### config.mk
export PLATFORM = sky130hd
export DESIGN_NAME = psa_decoder
export DESIGN_NICKNAME = d
export VERILOG_FILES = /design/src/verilog/psa_pkg.sv /design/src/verilog/psa_decoder.sv
export VERILOG_INCLUDE_DIRS = /design/src /design/src/verilog
export SDC_FILE = /design/constraint.sdc
export NUM_CORES = 1
export LEC_CHECK = 0
export ABC_AREA = 0
export BUFFER_PORTS_ARGS = -buffer_cell sky130_fd_sc_hd__buf_2
export CAP_MARGIN = 20
export CELL_PAD_IN_SITES_DETAIL_PLACEMENT = 1
export CELL_PAD_IN_SITES_GLOBAL_PLACEMENT = 2
export CORE_UTILIZATION = 30
export DETAILED_ROUTE_END_ITERATION = 10
export HOLD_SLACK_MARGIN = 0.02
export PLACE_DENSITY_LB_ADDON = 0.1
export SLEW_MARGIN = 25
export SYNTH_ARGS = -nofsm -noshare
export SYNTH_HDL_FRONTEND = slang
export SYNTH_SLANG_ARGS = --single-unit
### constraint.sdc
create_clock -name sys_clk_in -period 6.6 [get_ports sys_clk_in]
set_input_delay 0.33 -clock sys_clk_in [delete_from_list [all_inputs] [get_ports sys_clk_in]]
set_output_delay 0.33 -clock sys_clk_in [all_outputs]
set_load 0.02 [all_outputs]
### src/verilog/psa_consts.svh
// Constants for the pager sync, address and timeout block
// Summary of operation
// - Two-bit select gives one to four minutes
// - Sync valid low; high and scan on timeout
// - Identity code is zone, country, operator, address, batch
// - Two addresses; second only when enabled
// - Listen only in own batch, overrun allowed
// - Primary area check or consistent area
// - Same area rule for second address
// - Remote programming updates temporaries, forwards message
// - Short programming data zero-filled in low bits
// - Sysinfo readout only while its enable set
// - 31 pulses: first turns pin, last ends
// - Next sysinfo bit on each middle falling edge
// - Symbol bits each optionally inverted
// - Filter and power bits select filtering
// - Accept codewords with at most two errors
// - Search stops at timeout, flags in end word
// - Receiver control drops at end delimiter
// - Area change or twelve seconds ends search
// - Each long sub-message timed like individual
// - Sync mode drives sync valid low
// - End word carries function code 1110
`ifndef PSA_CONSTS_SVH
`define PSA_CONSTS_SVH
`define PSA_CLK_MHZ       250
`define PSA_MINUTE_S      60
`define PSA_MSG_TIMEOUT_S 12
`define PSA_OFF_CTRL      8'h00
`define PSA_OFF_ADDR1     8'h04
`define PSA_OFF_ADDR2     8'h08
`define PSA_OFF_OPERATOR_IDENTITY      8'h0C
`define PSA_OFF_RPADDR    8'h10
`define PSA_OFF_RPOPID    8'h14
`define PSA_OFF_STATUS    8'h18
`define PSA_OFF_ENDWORD   8'h1C
`define PSA_AREA_LSB      18
`define PSA_BATCH_LSB     24
`define PSA_COUNTRY_LSB   3
`define PSA_OPER_LSB      10
`define PSA_EW_EPA        19
`define PSA_EW_ETM        18
`define PSA_REG_RST       32'h0000_0000
`define PSA_FC_END        4'hE
`define PSA_FC_MSG        4'h6
`define PSA_SI_LAST       5'h1E
`define PSA_SI_BITS       29
`define PSA_MAX_ERR       3'h2
`define PSA_RP_ONES       18'h3FFFF
`define PSA_RESP_OK       2'h0
`define PSA_RESP_ERR      2'h2
`endif

### src/verilog/psa_pkg.sv
// Types for the pager sync, address and timeout block
package psa_pkg;
    typedef enum logic [1:0] {PSA_SCAN, PSA_SYNC, PSA_LOCK, PSA_NORMAL} psa_mode_t;
    typedef struct packed {
        logic       rp_index;
        logic       power_select;
        logic       filter_select;
        logic       lsb_input_invert;
        logic       msb_input_invert;
        logic       sysinfo_read_enable;
        logic       second_area_check;
        logic       primary_area_check;
        logic       second_addr_enable;
        logic [1:0] sync_loss_hold_sel;
    } psa_ctrl_t;
    typedef struct packed {
        logic awvalid; logic [7:0] awaddr; logic wvalid; logic [31:0] wdata;
        logic [3:0] wstrb; logic bready; logic arvalid; logic [7:0] araddr; logic rready;
    } psa_axi_req_t;
    typedef struct packed {
        logic awready; logic wready; logic bvalid; logic [1:0] bresp;
        logic arready; logic rvalid; logic [31:0] rdata; logic [1:0] rresp;
    } psa_axi_rsp_t;
    typedef struct packed {logic valid; logic [17:0] addr; logic [5:0] area;} psa_addr_ev_t;
    typedef struct packed {logic valid; logic [5:0] area;} psa_word_ev_t;
    typedef struct packed {
        logic valid; logic [1:0] field; logic [4:0] len; logic [17:0] data;
    } psa_rp_ev_t;
endpackage : psa_pkg

### src/verilog/psa_decoder.sv
// Sync supervision, address match, timeouts, remote programming, sysinfo readout
`timescale 1ns/10ps
`include "psa_consts.svh"
module psa_decoder import psa_pkg::*; #(
    parameter logic [39:0] MINUTE_CYCLES = 40'(`PSA_MINUTE_S) * 40'(`PSA_CLK_MHZ) * 40'd1000000,
    parameter logic [31:0] MSG_CYCLES = 32'(`PSA_MSG_TIMEOUT_S) * 32'(`PSA_CLK_MHZ) * 32'd1000000
) (
    input  wire logic         sys_clk_in,
    input  wire logic         sys_rst_in,
    input  wire psa_axi_req_t axi_req_in,
    output psa_axi_rsp_t      axi_rsp_out,
    input  wire logic         symbol_msb_in,
    input  wire logic         symbol_lsb_in,
    output logic [1:0]        symbol_out,
    output logic              filter_enhanced_out,
    input  wire logic         sync_found_in,
    input  wire logic         sync_missing_in,
    input  wire logic         home_network_in,
    input  wire logic [3:0]   current_batch_in,
    input  wire psa_addr_ev_t addr_ev_in,
    input  wire psa_word_ev_t word_ev_in,
    input  wire logic         end_delimiter_in,
    input  wire logic         cw_valid_in,
    input  wire logic [2:0]   cw_errors_in,
    output logic              cw_accept_out,
    input  wire psa_rp_ev_t   rp_ev_in,
    input  wire logic [28:0]  sysinfo_word_in,
    input  wire logic         sysinfo_clock_in,
    output logic              sysinfo_data_pin_out,
    output logic              sysinfo_data_pin_oe_out,
    output logic              sync_valid_out,
    output logic              rf_on_out,
    output logic [34:0]       matched_ric_out,
    output logic [23:0]       end_word_out,
    output logic              end_word_valid_out,
    output logic [23:0]       message_data_out,
    output logic              message_data_valid_out
);
    logic [31:0] ctrl_reg, addr1_reg, addr2_reg, operator_identity_reg, rp_addr_reg, rp_operator_identity_reg;
    psa_ctrl_t   cfg;
    psa_mode_t   mode;
    logic [39:0] hold_cnt;
    logic [39:0] hold_limit;
    logic [31:0] msg_cnt;
    logic        searching;
    logic [5:0]  ref_area;
    logic        last_epa, last_etm;
    logic        msb_s1, msb_s2, lsb_s1, lsb_s2;
    logic [1:0]  sym_hist1, sym_hist2;
    logic        sclk_s1, sclk_s2, sclk_d;
    logic        sclk_rise, sclk_fall;
    logic [4:0]  si_cnt;
    logic [28:0] si_shift;
    logic        wr_go, rd_go, bvalid_q, rvalid_q;
    logic [1:0]  bresp_q, rresp_q;
    logic [31:0] rdata_q;
    logic        match1, match2, start_search, area_bad, time_up;
    logic        in_batch, tracking;
    logic [17:0] rp_filled;
    logic [1:0]  sym_fixed;

    function automatic logic is_mapped(input logic [7:0] a);
        is_mapped = (a <= `PSA_OFF_ENDWORD) && (a[1:0] == 2'h0);
    endfunction : is_mapped

    function automatic logic [31:0] merge(input logic [31:0] o, input logic [31:0] n,
                                          input logic [3:0] s);
        for (int i = 0; i < 4; i++) begin
            o[8*i +: 8] = s[i] ? n[8*i +: 8] : o[8*i +: 8];
        end
        merge = o;
    endfunction : merge

    assign cfg = psa_ctrl_t'(ctrl_reg[10:0]);

    // Register bus: write needs address and data in the same cycle
    assign wr_go = axi_req_in.awvalid && axi_req_in.wvalid && !bvalid_q;
    assign rd_go = axi_req_in.arvalid && !rvalid_q;
    assign axi_rsp_out = {wr_go, wr_go, bvalid_q, bresp_q, rd_go, rvalid_q, rdata_q, rresp_q};

    always_ff @(posedge sys_clk_in) begin
        if (sys_rst_in) begin
            bvalid_q <= 1'b0;
            bresp_q  <= `PSA_RESP_OK;
        end else if (wr_go) begin
            bvalid_q <= 1'b1;
            bresp_q  <= is_mapped(axi_req_in.awaddr) ? `PSA_RESP_OK : `PSA_RESP_ERR;
        end else if (axi_req_in.bready) begin
            bvalid_q <= 1'b0;
        end
    end

    always_ff @(posedge sys_clk_in) begin
        if (sys_rst_in) begin
            rvalid_q <= 1'b0;
            rdata_q  <= 32'h0000_0000;
            rresp_q  <= `PSA_RESP_OK;
        end else if (rd_go) begin
            rvalid_q <= 1'b1;
            rresp_q  <= is_mapped(axi_req_in.araddr) ? `PSA_RESP_OK : `PSA_RESP_ERR;
            unique case (axi_req_in.araddr)
                `PSA_OFF_CTRL:    rdata_q <= ctrl_reg;
                `PSA_OFF_ADDR1:   rdata_q <= addr1_reg;
                `PSA_OFF_ADDR2:   rdata_q <= addr2_reg;
                `PSA_OFF_OPERATOR_IDENTITY:    rdata_q <= operator_identity_reg;
                `PSA_OFF_RPADDR:  rdata_q <= rp_addr_reg;
                `PSA_OFF_RPOPID:  rdata_q <= rp_operator_identity_reg;
                `PSA_OFF_STATUS:  rdata_q <= {26'h0, last_epa, last_etm, searching,
                                              sync_valid_out, 2'(mode)};
                `PSA_OFF_ENDWORD: rdata_q <= {8'h00, end_word_out};
                default:          rdata_q <= 32'h0000_0000;
            endcase
        end else if (axi_req_in.rready) begin
            rvalid_q <= 1'b0;
        end
    end

    // Option registers; all clear after reset so a fresh device matches only address 0 in batch 0
    always_ff @(posedge sys_clk_in) begin
        if (sys_rst_in) begin
            ctrl_reg  <= `PSA_REG_RST;
            addr1_reg <= `PSA_REG_RST;
            addr2_reg <= `PSA_REG_RST;
            operator_identity_reg  <= `PSA_REG_RST;
        end else if (wr_go) begin
            unique case (axi_req_in.awaddr)
                `PSA_OFF_CTRL:  ctrl_reg  <= {21'h0, 11'(merge(ctrl_reg, axi_req_in.wdata,
                                                               axi_req_in.wstrb))};
                `PSA_OFF_ADDR1: addr1_reg <= {4'h0, 28'(merge(addr1_reg, axi_req_in.wdata,
                                                              axi_req_in.wstrb))};
                `PSA_OFF_ADDR2: addr2_reg <= {8'h00, 24'(merge(addr2_reg, axi_req_in.wdata,
                                                               axi_req_in.wstrb))};
                `PSA_OFF_OPERATOR_IDENTITY:  operator_identity_reg  <= {19'h0, 13'(merge(operator_identity_reg, axi_req_in.wdata,
                                                               axi_req_in.wstrb))};
                default: ;
            endcase
        end
    end

    // Over-the-air update wins over a software write in the same cycle
    assign rp_filled = rp_ev_in.data & ~(`PSA_RP_ONES >> rp_ev_in.len);
    always_ff @(posedge sys_clk_in) begin
        if (sys_rst_in) begin
            rp_addr_reg <= `PSA_REG_RST;
            rp_operator_identity_reg <= `PSA_REG_RST;
        end else if (rp_ev_in.valid) begin
            unique case (rp_ev_in.field)
                2'h0:    rp_addr_reg[17:0]  <= rp_filled;
                2'h1:    rp_addr_reg[23:18] <= rp_filled[17:12];
                default: rp_operator_identity_reg[12:0]  <= rp_filled[17:5];
            endcase
        end else if (wr_go && axi_req_in.awaddr == `PSA_OFF_RPADDR) begin
            rp_addr_reg <= {8'h00, 24'(merge(rp_addr_reg, axi_req_in.wdata, axi_req_in.wstrb))};
        end else if (wr_go && axi_req_in.awaddr == `PSA_OFF_RPOPID) begin
            rp_operator_identity_reg <= {19'h0, 13'(merge(rp_operator_identity_reg, axi_req_in.wdata, axi_req_in.wstrb))};
        end
    end

    always_ff @(posedge sys_clk_in) begin
        if (sys_rst_in) begin
            message_data_valid_out <= 1'b0;
            message_data_out       <= 24'h000000;
        end else begin
            message_data_valid_out <= rp_ev_in.valid;
            if (rp_ev_in.valid) begin
                message_data_out <= {`PSA_FC_MSG, 1'b0, cfg.rp_index, rp_filled};
            end
        end
    end

    // Symbol input: pins are asynchronous, two flops before use
    always_ff @(posedge sys_clk_in) begin
        if (sys_rst_in) begin
            {msb_s1, msb_s2, lsb_s1, lsb_s2} <= 4'h0;
            sym_hist1 <= 2'h0;
            sym_hist2 <= 2'h0;
        end else begin
            msb_s1    <= symbol_msb_in;
            msb_s2    <= msb_s1;
            lsb_s1    <= symbol_lsb_in;
            lsb_s2    <= lsb_s1;
            sym_hist1 <= sym_fixed;
            sym_hist2 <= sym_hist1;
        end
    end
    assign sym_fixed = {msb_s2 ^ cfg.msb_input_invert, lsb_s2 ^ cfg.lsb_input_invert};

    // Enhanced mode votes over three samples; costs one cycle of latency
    always_ff @(posedge sys_clk_in) begin
        if (sys_rst_in) begin
            symbol_out          <= 2'h0;
            filter_enhanced_out <= 1'b0;
        end else begin
            filter_enhanced_out <= cfg.filter_select && cfg.power_select;
            if (cfg.filter_select && cfg.power_select) begin
                symbol_out <= (sym_fixed & sym_hist1) | (sym_fixed & sym_hist2)
                            | (sym_hist1 & sym_hist2);
            end else begin
                symbol_out <= sym_fixed;
            end
        end
    end

    always_ff @(posedge sys_clk_in) begin
        if (sys_rst_in) begin
            cw_accept_out <= 1'b0;
        end else begin
            cw_accept_out <= cw_valid_in && (cw_errors_in <= `PSA_MAX_ERR);
        end
    end

    // Sync supervision
    assign tracking   = (mode == PSA_LOCK) || (mode == PSA_NORMAL);
    assign hold_limit = MINUTE_CYCLES * (40'(cfg.sync_loss_hold_sel) + 40'd1);
    always_ff @(posedge sys_clk_in) begin
        if (sys_rst_in || !tracking || !sync_missing_in) begin
            hold_cnt <= 40'h00_0000_0000;
        end else begin
            hold_cnt <= hold_cnt + 40'd1;
        end
    end

    always_ff @(posedge sys_clk_in) begin
        if (sys_rst_in) begin
            mode <= PSA_SCAN;
        end else begin
            unique case (mode)
                PSA_SCAN: if (sync_found_in) begin
                    mode <= PSA_SYNC;
                end
                PSA_SYNC: if (!sync_missing_in) begin
                    mode <= home_network_in ? PSA_LOCK : PSA_NORMAL;
                end
                PSA_LOCK, PSA_NORMAL: if (hold_cnt >= hold_limit) begin
                    mode <= PSA_SCAN;
                end
            endcase
        end
    end
    assign sync_valid_out = (mode == PSA_SCAN);

    // Address match and message search
    assign in_batch = current_batch_in == addr1_reg[`PSA_BATCH_LSB +: 4];
    assign match1 = addr_ev_in.addr == addr1_reg[17:0]
                 && (!cfg.primary_area_check
                     || addr_ev_in.area == addr1_reg[`PSA_AREA_LSB +: 6]);
    assign match2 = cfg.second_addr_enable && addr_ev_in.addr == addr2_reg[17:0]
                 && (!cfg.second_area_check
                     || addr_ev_in.area == addr2_reg[`PSA_AREA_LSB +: 6]);
    // A matching sub-message of a long message restarts the timer
    assign start_search = addr_ev_in.valid && tracking && in_batch && (match1 || match2);
    assign area_bad = searching && word_ev_in.valid && word_ev_in.area != ref_area;
    assign time_up  = searching && msg_cnt >= MSG_CYCLES;

    always_ff @(posedge sys_clk_in) begin
        if (sys_rst_in || start_search || !searching) begin
            msg_cnt <= 32'h0000_0000;
        end else begin
            msg_cnt <= msg_cnt + 32'd1;
        end
    end

    always_ff @(posedge sys_clk_in) begin
        if (sys_rst_in) begin
            searching       <= 1'b0;
            ref_area        <= 6'h00;
            matched_ric_out <= 35'h0_0000_0000;
        end else if (start_search) begin
            searching       <= 1'b1;
            ref_area        <= addr_ev_in.area;
            matched_ric_out <= {operator_identity_reg[2:0], operator_identity_reg[`PSA_COUNTRY_LSB +: 7],
                                operator_identity_reg[`PSA_OPER_LSB +: 3], addr_ev_in.addr,
                                addr1_reg[`PSA_BATCH_LSB +: 4]};
        end else if (area_bad || time_up || end_delimiter_in || !tracking) begin
            searching <= 1'b0;
        end
    end

    // Area change is checked first when both fire together
    always_ff @(posedge sys_clk_in) begin
        if (sys_rst_in) begin
            end_word_valid_out <= 1'b0;
            end_word_out       <= 24'h000000;
            last_epa           <= 1'b0;
            last_etm           <= 1'b0;
        end else begin
            end_word_valid_out <= searching && !start_search
                                  && (area_bad || time_up || end_delimiter_in);
            if (searching && !start_search && (area_bad || time_up || end_delimiter_in)) begin
                last_epa     <= area_bad;
                last_etm     <= time_up && !area_bad;
                end_word_out <= {`PSA_FC_END, area_bad, time_up && !area_bad, 18'h00000};
            end
        end
    end

    // Receiver stays on while scanning and syncing; a message may overrun its batch
    assign rf_on_out = !tracking
                    || ((in_batch || searching) && !end_delimiter_in);

    // Sysinfo readout, host clock sampled and edge-detected here
    always_ff @(posedge sys_clk_in) begin
        if (sys_rst_in) begin
            {sclk_s1, sclk_s2, sclk_d} <= 3'h0;
        end else begin
            sclk_s1 <= sysinfo_clock_in;
            sclk_s2 <= sclk_s1;
            sclk_d  <= sclk_s2;
        end
    end
    assign sclk_rise = sclk_s2 && !sclk_d;
    assign sclk_fall = !sclk_s2 && sclk_d;

    always_ff @(posedge sys_clk_in) begin
        if (sys_rst_in || !cfg.sysinfo_read_enable) begin
            si_cnt                  <= 5'h00;
            sysinfo_data_pin_oe_out <= 1'b0;
        end else if (sclk_rise && si_cnt == `PSA_SI_LAST) begin
            si_cnt                  <= 5'h00;
            sysinfo_data_pin_oe_out <= 1'b0;
        end else if (sclk_rise && si_cnt == 5'h00) begin
            si_cnt                  <= 5'h01;
            sysinfo_data_pin_oe_out <= 1'b1;
        end else if (sclk_rise) begin
            si_cnt <= si_cnt + 5'h01;
        end
    end

    always_ff @(posedge sys_clk_in) begin
        if (sys_rst_in) begin
            si_shift             <= 29'h0000_0000;
            sysinfo_data_pin_out <= 1'b0;
        end else if (sclk_rise && si_cnt == 5'h00) begin
            si_shift <= sysinfo_word_in;
        end else if (sclk_fall && sysinfo_data_pin_oe_out && si_cnt >= 5'h02) begin
            sysinfo_data_pin_out <= si_shift[`PSA_SI_BITS - 1];
            si_shift             <= {si_shift[27:0], 1'b0};
        end
    end
endmodule : psa_decoder

==> impl.org <==
** Yosys
- Number of storage elements in the synthesis netlist :: 337
- For this run, the register share of the synthesized area comes to 43.3%.
- Mean cell area of the mapped netlist :: 8.76 sq um
- Unique cell type count in the Yosys netlist :: 66
- The Yosys step of the flow raised 0 warnings.
- Post-Synthesis Cell Area :: 15600 sq um
- Biggest area contributors in the synthesized netlist :: sky130_fd_sc_hd__dfxtp_1, sky130_fd_sc_hd__mux2i_1, sky130_fd_sc_hd__nor2_1, sky130_fd_sc_hd__a21oi_1, sky130_fd_sc_hd__xnor2_1
- Instance count of the mapped netlist :: 1779
- Prevailing post-synth register cell :: sky130_fd_sc_hd__dfxtp_1
- Share of synthesized registers carrying an async set or reset :: 0%
- Area share of the largest cell type after synthesis :: 43.3%
- The synthesized design spends more area on one cell type than any other, namely sky130_fd_sc_hd__dfxtp_1.
- Post-synth EDFFs :: 0

** STA
- Setup repair after global routing left no endpoint under its margin.
- Slew at the pin closest to its max-slew limit :: 1.07 ns
- Hold is met by 0.0541 ns.
- Timing would allow up to 243 MHz.
- Subtracting the final worst setup slack from the clock period gives 4.11 ns.
- For the final database, setup skew stands at 0.0177 ns.
- Adding up every negative setup slack in the final design gives 0 ns.
- Setup violations remaining at the end of the flow were counted as 0.
- Relative slew margins :: 27.9%
- The number of endpoints with negative hold slack in the final report came to 0.
- Period Utilization, post-route :: 62.3%
- The number of max-slew violations in the final report is 0.

** Finish
- Cells with a size suffix above 1 make up 18.1% of the layout.
- Cells fill 36.9% of the core in the end.
- Area Growth Syn to Fin :: 21.4%
- The register with the most flip-flops in the layout has 40 of them.
- Leaving out fill and tap cells, the most frequent cell in the layout is sky130_fd_sc_hd__dfxtp_1.
- 0 antenna diodes ended up in the layout.
- In the final layout, flip-flops and latches occupy 6750 sq um.
- Summing all multi-input logic gate instances after layout gives 8180 sq um.
- At the end of the flow, the number of nets in the layout was 2226.
- Fill cells in the final layout number 6096.
- In the layout the commonest cells are sky130_fd_sc_hd__dfxtp_1, sky130_fd_sc_hd__nor2_1, sky130_fd_sc_hd__buf_2.
- Register with the most flip-flops :: hold_cnt
- Largest regs :: hold_cnt (40), matched_ric_out (35), msg_cnt (32)
- The finished layout holds 2725 standard cells, fillers aside.

** Die
- Area of the die :: 52900 sq um
- For this configuration, the core starts out at a cell density of 30.4%.
- Die Wd :: 230 um
- Pin placement for this block handled 295 I/O pins.
- Chip height :: 230 um
- Standard-cell row count :: 83
- Floorplan Core Area :: 51300 sq um

** Drt
- Via density per instance :: 4.98
- The first TritonRoute pass finished after 5 iterations.
- Drt initial violations :: 680
- The detail route stage leaves a number of antenna-violating nets equal to 0.
- In the final routed layout, each cell accounts on average for 20.3 um.
- Total number of vias :: 13.6k
- Drt total wl :: 55200 um
- DRC violation count after routing :: 0

** Setup path
- Of all nets on the critical path, the largest fanout is 10.
- Setup slack on the worst reg-to-reg path comes out at 2.49 ns.
- The worst setup path is of the reg2reg kind.
- Logic depth of the worst setup path including buffers :: 16
- Critical Path AT :: 4.58 ns
- In this design, the largest share of critical-path delay is due to compound AO/OA/AOI/OAI gates.
- The worst setup path is launched from a flop.
- The number of buffers and inverters on the critical path is 1.
- For the worst flop-to-flop path, the logic depth is 16.
- In this design, the stage delay of the slowest critical-path cell is 0.63 ns.
- Data required time at the worst endpoint :: 7.08 ns
- Cell Chain, Critical Path :: inv_1 -> ha_1 -> xnor2_1 -> ha_1 -> a31oi_1 -> a21oi_1 -> nor2_1 -> xnor2_1 -> ha_1 -> a21o_1 -> a21o_1 -> a21oi_1 -> o21ai_0 -> o21ai_0 -> nand3_1 -> a21oi_1
- Worst Setup End Kind :: flop
- Among all stages on the critical path, the largest delay is contributed by sky130_fd_sc_hd__dfxtp_1.

** CTS
- In this run the clock root is driven by a sky130_fd_sc_hd__clkbuf_16.
- Number of buffers added by the clock tree synthesis step :: 43
- After clock tree synthesis, the clock-pin slew on the worst setup and hold paths is 0.06 ns.
- The clock passes through at most 3 buffers.
- TritonCTS clock tree :: yes
- Post-CTS repair timing setup buffer count :: 0
- For the worst-skew pair, the clock arrives at the later sink with an insertion delay of 0.57 ns.
- H-tree lvl count :: 2
- For this design, the sink count on the clock tree is 337.

** Outcome
- Result of the run :: completed

** Power
- VDD sags by at most 0.000179 V.
- The design draws 4.73 mW.
- The analysis attributes to cell leakage a power of 7.57 nW.
- Power density over the cells :: 250 nW/um^2

** GRT
- The first global-routing pass estimated 82600 um of wire.
- Largest net degree at the start of global routing :: 140
- Number of antenna violations at the first check in global routing :: 5
- The via count of the first global-routing pass is 13.7k.
- Total congestion overflow :: 0
- Global-route total usage across every layer :: 20.4%

** Placement
- Routability-driven placement congestion ratio :: 0.810
- Detailed placement HPWL :: 40600 um
- Number of I/O port buffers :: 262
- Number of placed instances with taps included :: 2637

** Worst hold path
- The tightest min-delay check is of the in2reg type.
- Instance count along the most critical hold path :: 3

** Job
- Across the run, the number of max-cap violations was 0.
worst register-to-register path: cells and delay by family, from the launching register on:
family,cells,cell delay [ns]
AO/OA/AOI/OAI,8,1.38
XOR/XNOR,2,0.43
adder cells (fa/ha/maj),3,1.09
buffers and inverters,1,0.24
flip-flops,1,0.63
AND/OR/NAND/NOR,2,0.25
layout make-up:
cell class	count	share of cell area, %
clock inverter	8	0.608
tap	680	4.50
inverter	38	0.754
timing repair buffer	294	8.53
sequential	337	35.6
multi-input combinational	1305	43.2
clock buffer	63	6.73
final timing paths:
| check | from | end |
|---|---|---|
| max | ctrl_reg[0] | mode[0] |
| min | sysinfo_word_in[7] | si_shift[7] |
| max reg2reg | ctrl_reg[0] | mode[0] |
| min reg2reg | sym_hist1[1] | sym_hist2[1] |
power breakdown:
| group | total [mW] | switching [mW] | internal (mW) |
|---|---|---|---|
| combinational | 0.299 | 0.200 | 0.0987 |
| sequential | 2.08 | 0.0169 | 2.06 |
| clock | 2.35 | 0.912 | 1.44 |
| total | 4.73 | 1.13 | 3.60 |
routing by layer:
metal | up-vias | part of all wire, % | track usage, %
li1 | 6571 | - | -
met1 | 6626 | 46 | 26.9
met2 | 301 | 47 | 33.6
met3 | 79 | 4.9 | 3.78
met4 | 6 | 2.5 | 6.33
met5 | - | 0.072 | 0
kinds of logic after synthesis:
kind of cell	Yosys count	share of synthesized area [%]
adder cells (fa/ha/maj)	46	3.74
buffers and inverters	164	5.23
AND/OR/NAND/NOR	640	18.7
flip-flops	337	43.3
other	1	0.0241
AO/OA/AOI/OAI	333	13.0
XOR/XNOR	130	7.30
multiplexers	128	8.71
stage by stage:
stage	worst slack (ns)	instance area [sq um]
2_1_floorplan	3.33	15700
3_3_place_gp	2.49	17400
3_5_place_dp	2.49	17400
4_1_cts	2.44	18900
5_1_grt	2.05	18900
6_report	2.49	18900
Yosys cell counts (all sizes together), types with 5 or more instances:
| library cell | count |
|---|---|
| dfxtp | 337 |
| nor2 | 325 |
| a21oi | 187 |
| mux2i | 121 |
| nand2 | 119 |
| xnor2 | 74 |
| clkbuf | 73 |
| xor2 | 56 |
| buf | 53 |
| a22oi | 49 |
| nand3 | 49 |
| ha | 45 |
| inv | 36 |
| nand4 | 33 |
| nor3 | 24 |
| o21ai | 20 |
| nor2b | 16 |
| and3 | 15 |
| nor4 | 13 |
| or3 | 12 |
| a21o | 11 |
| a222oi | 11 |
| a21boi | 8 |
| a31oi | 8 |
| nand2b | 8 |
| and4 | 7 |
| o211ai | 7 |
| mux4 | 6 |
| a211oi | 5 |
timing repair:
action,4_1_cts,5_1_grt
hold buffers,17,0
setup endpoints to repair,0,0
resized for setup,0,0
endpoints found under the hold margin,19,0
No activity file was read; power rests on OpenSTA's default activity.
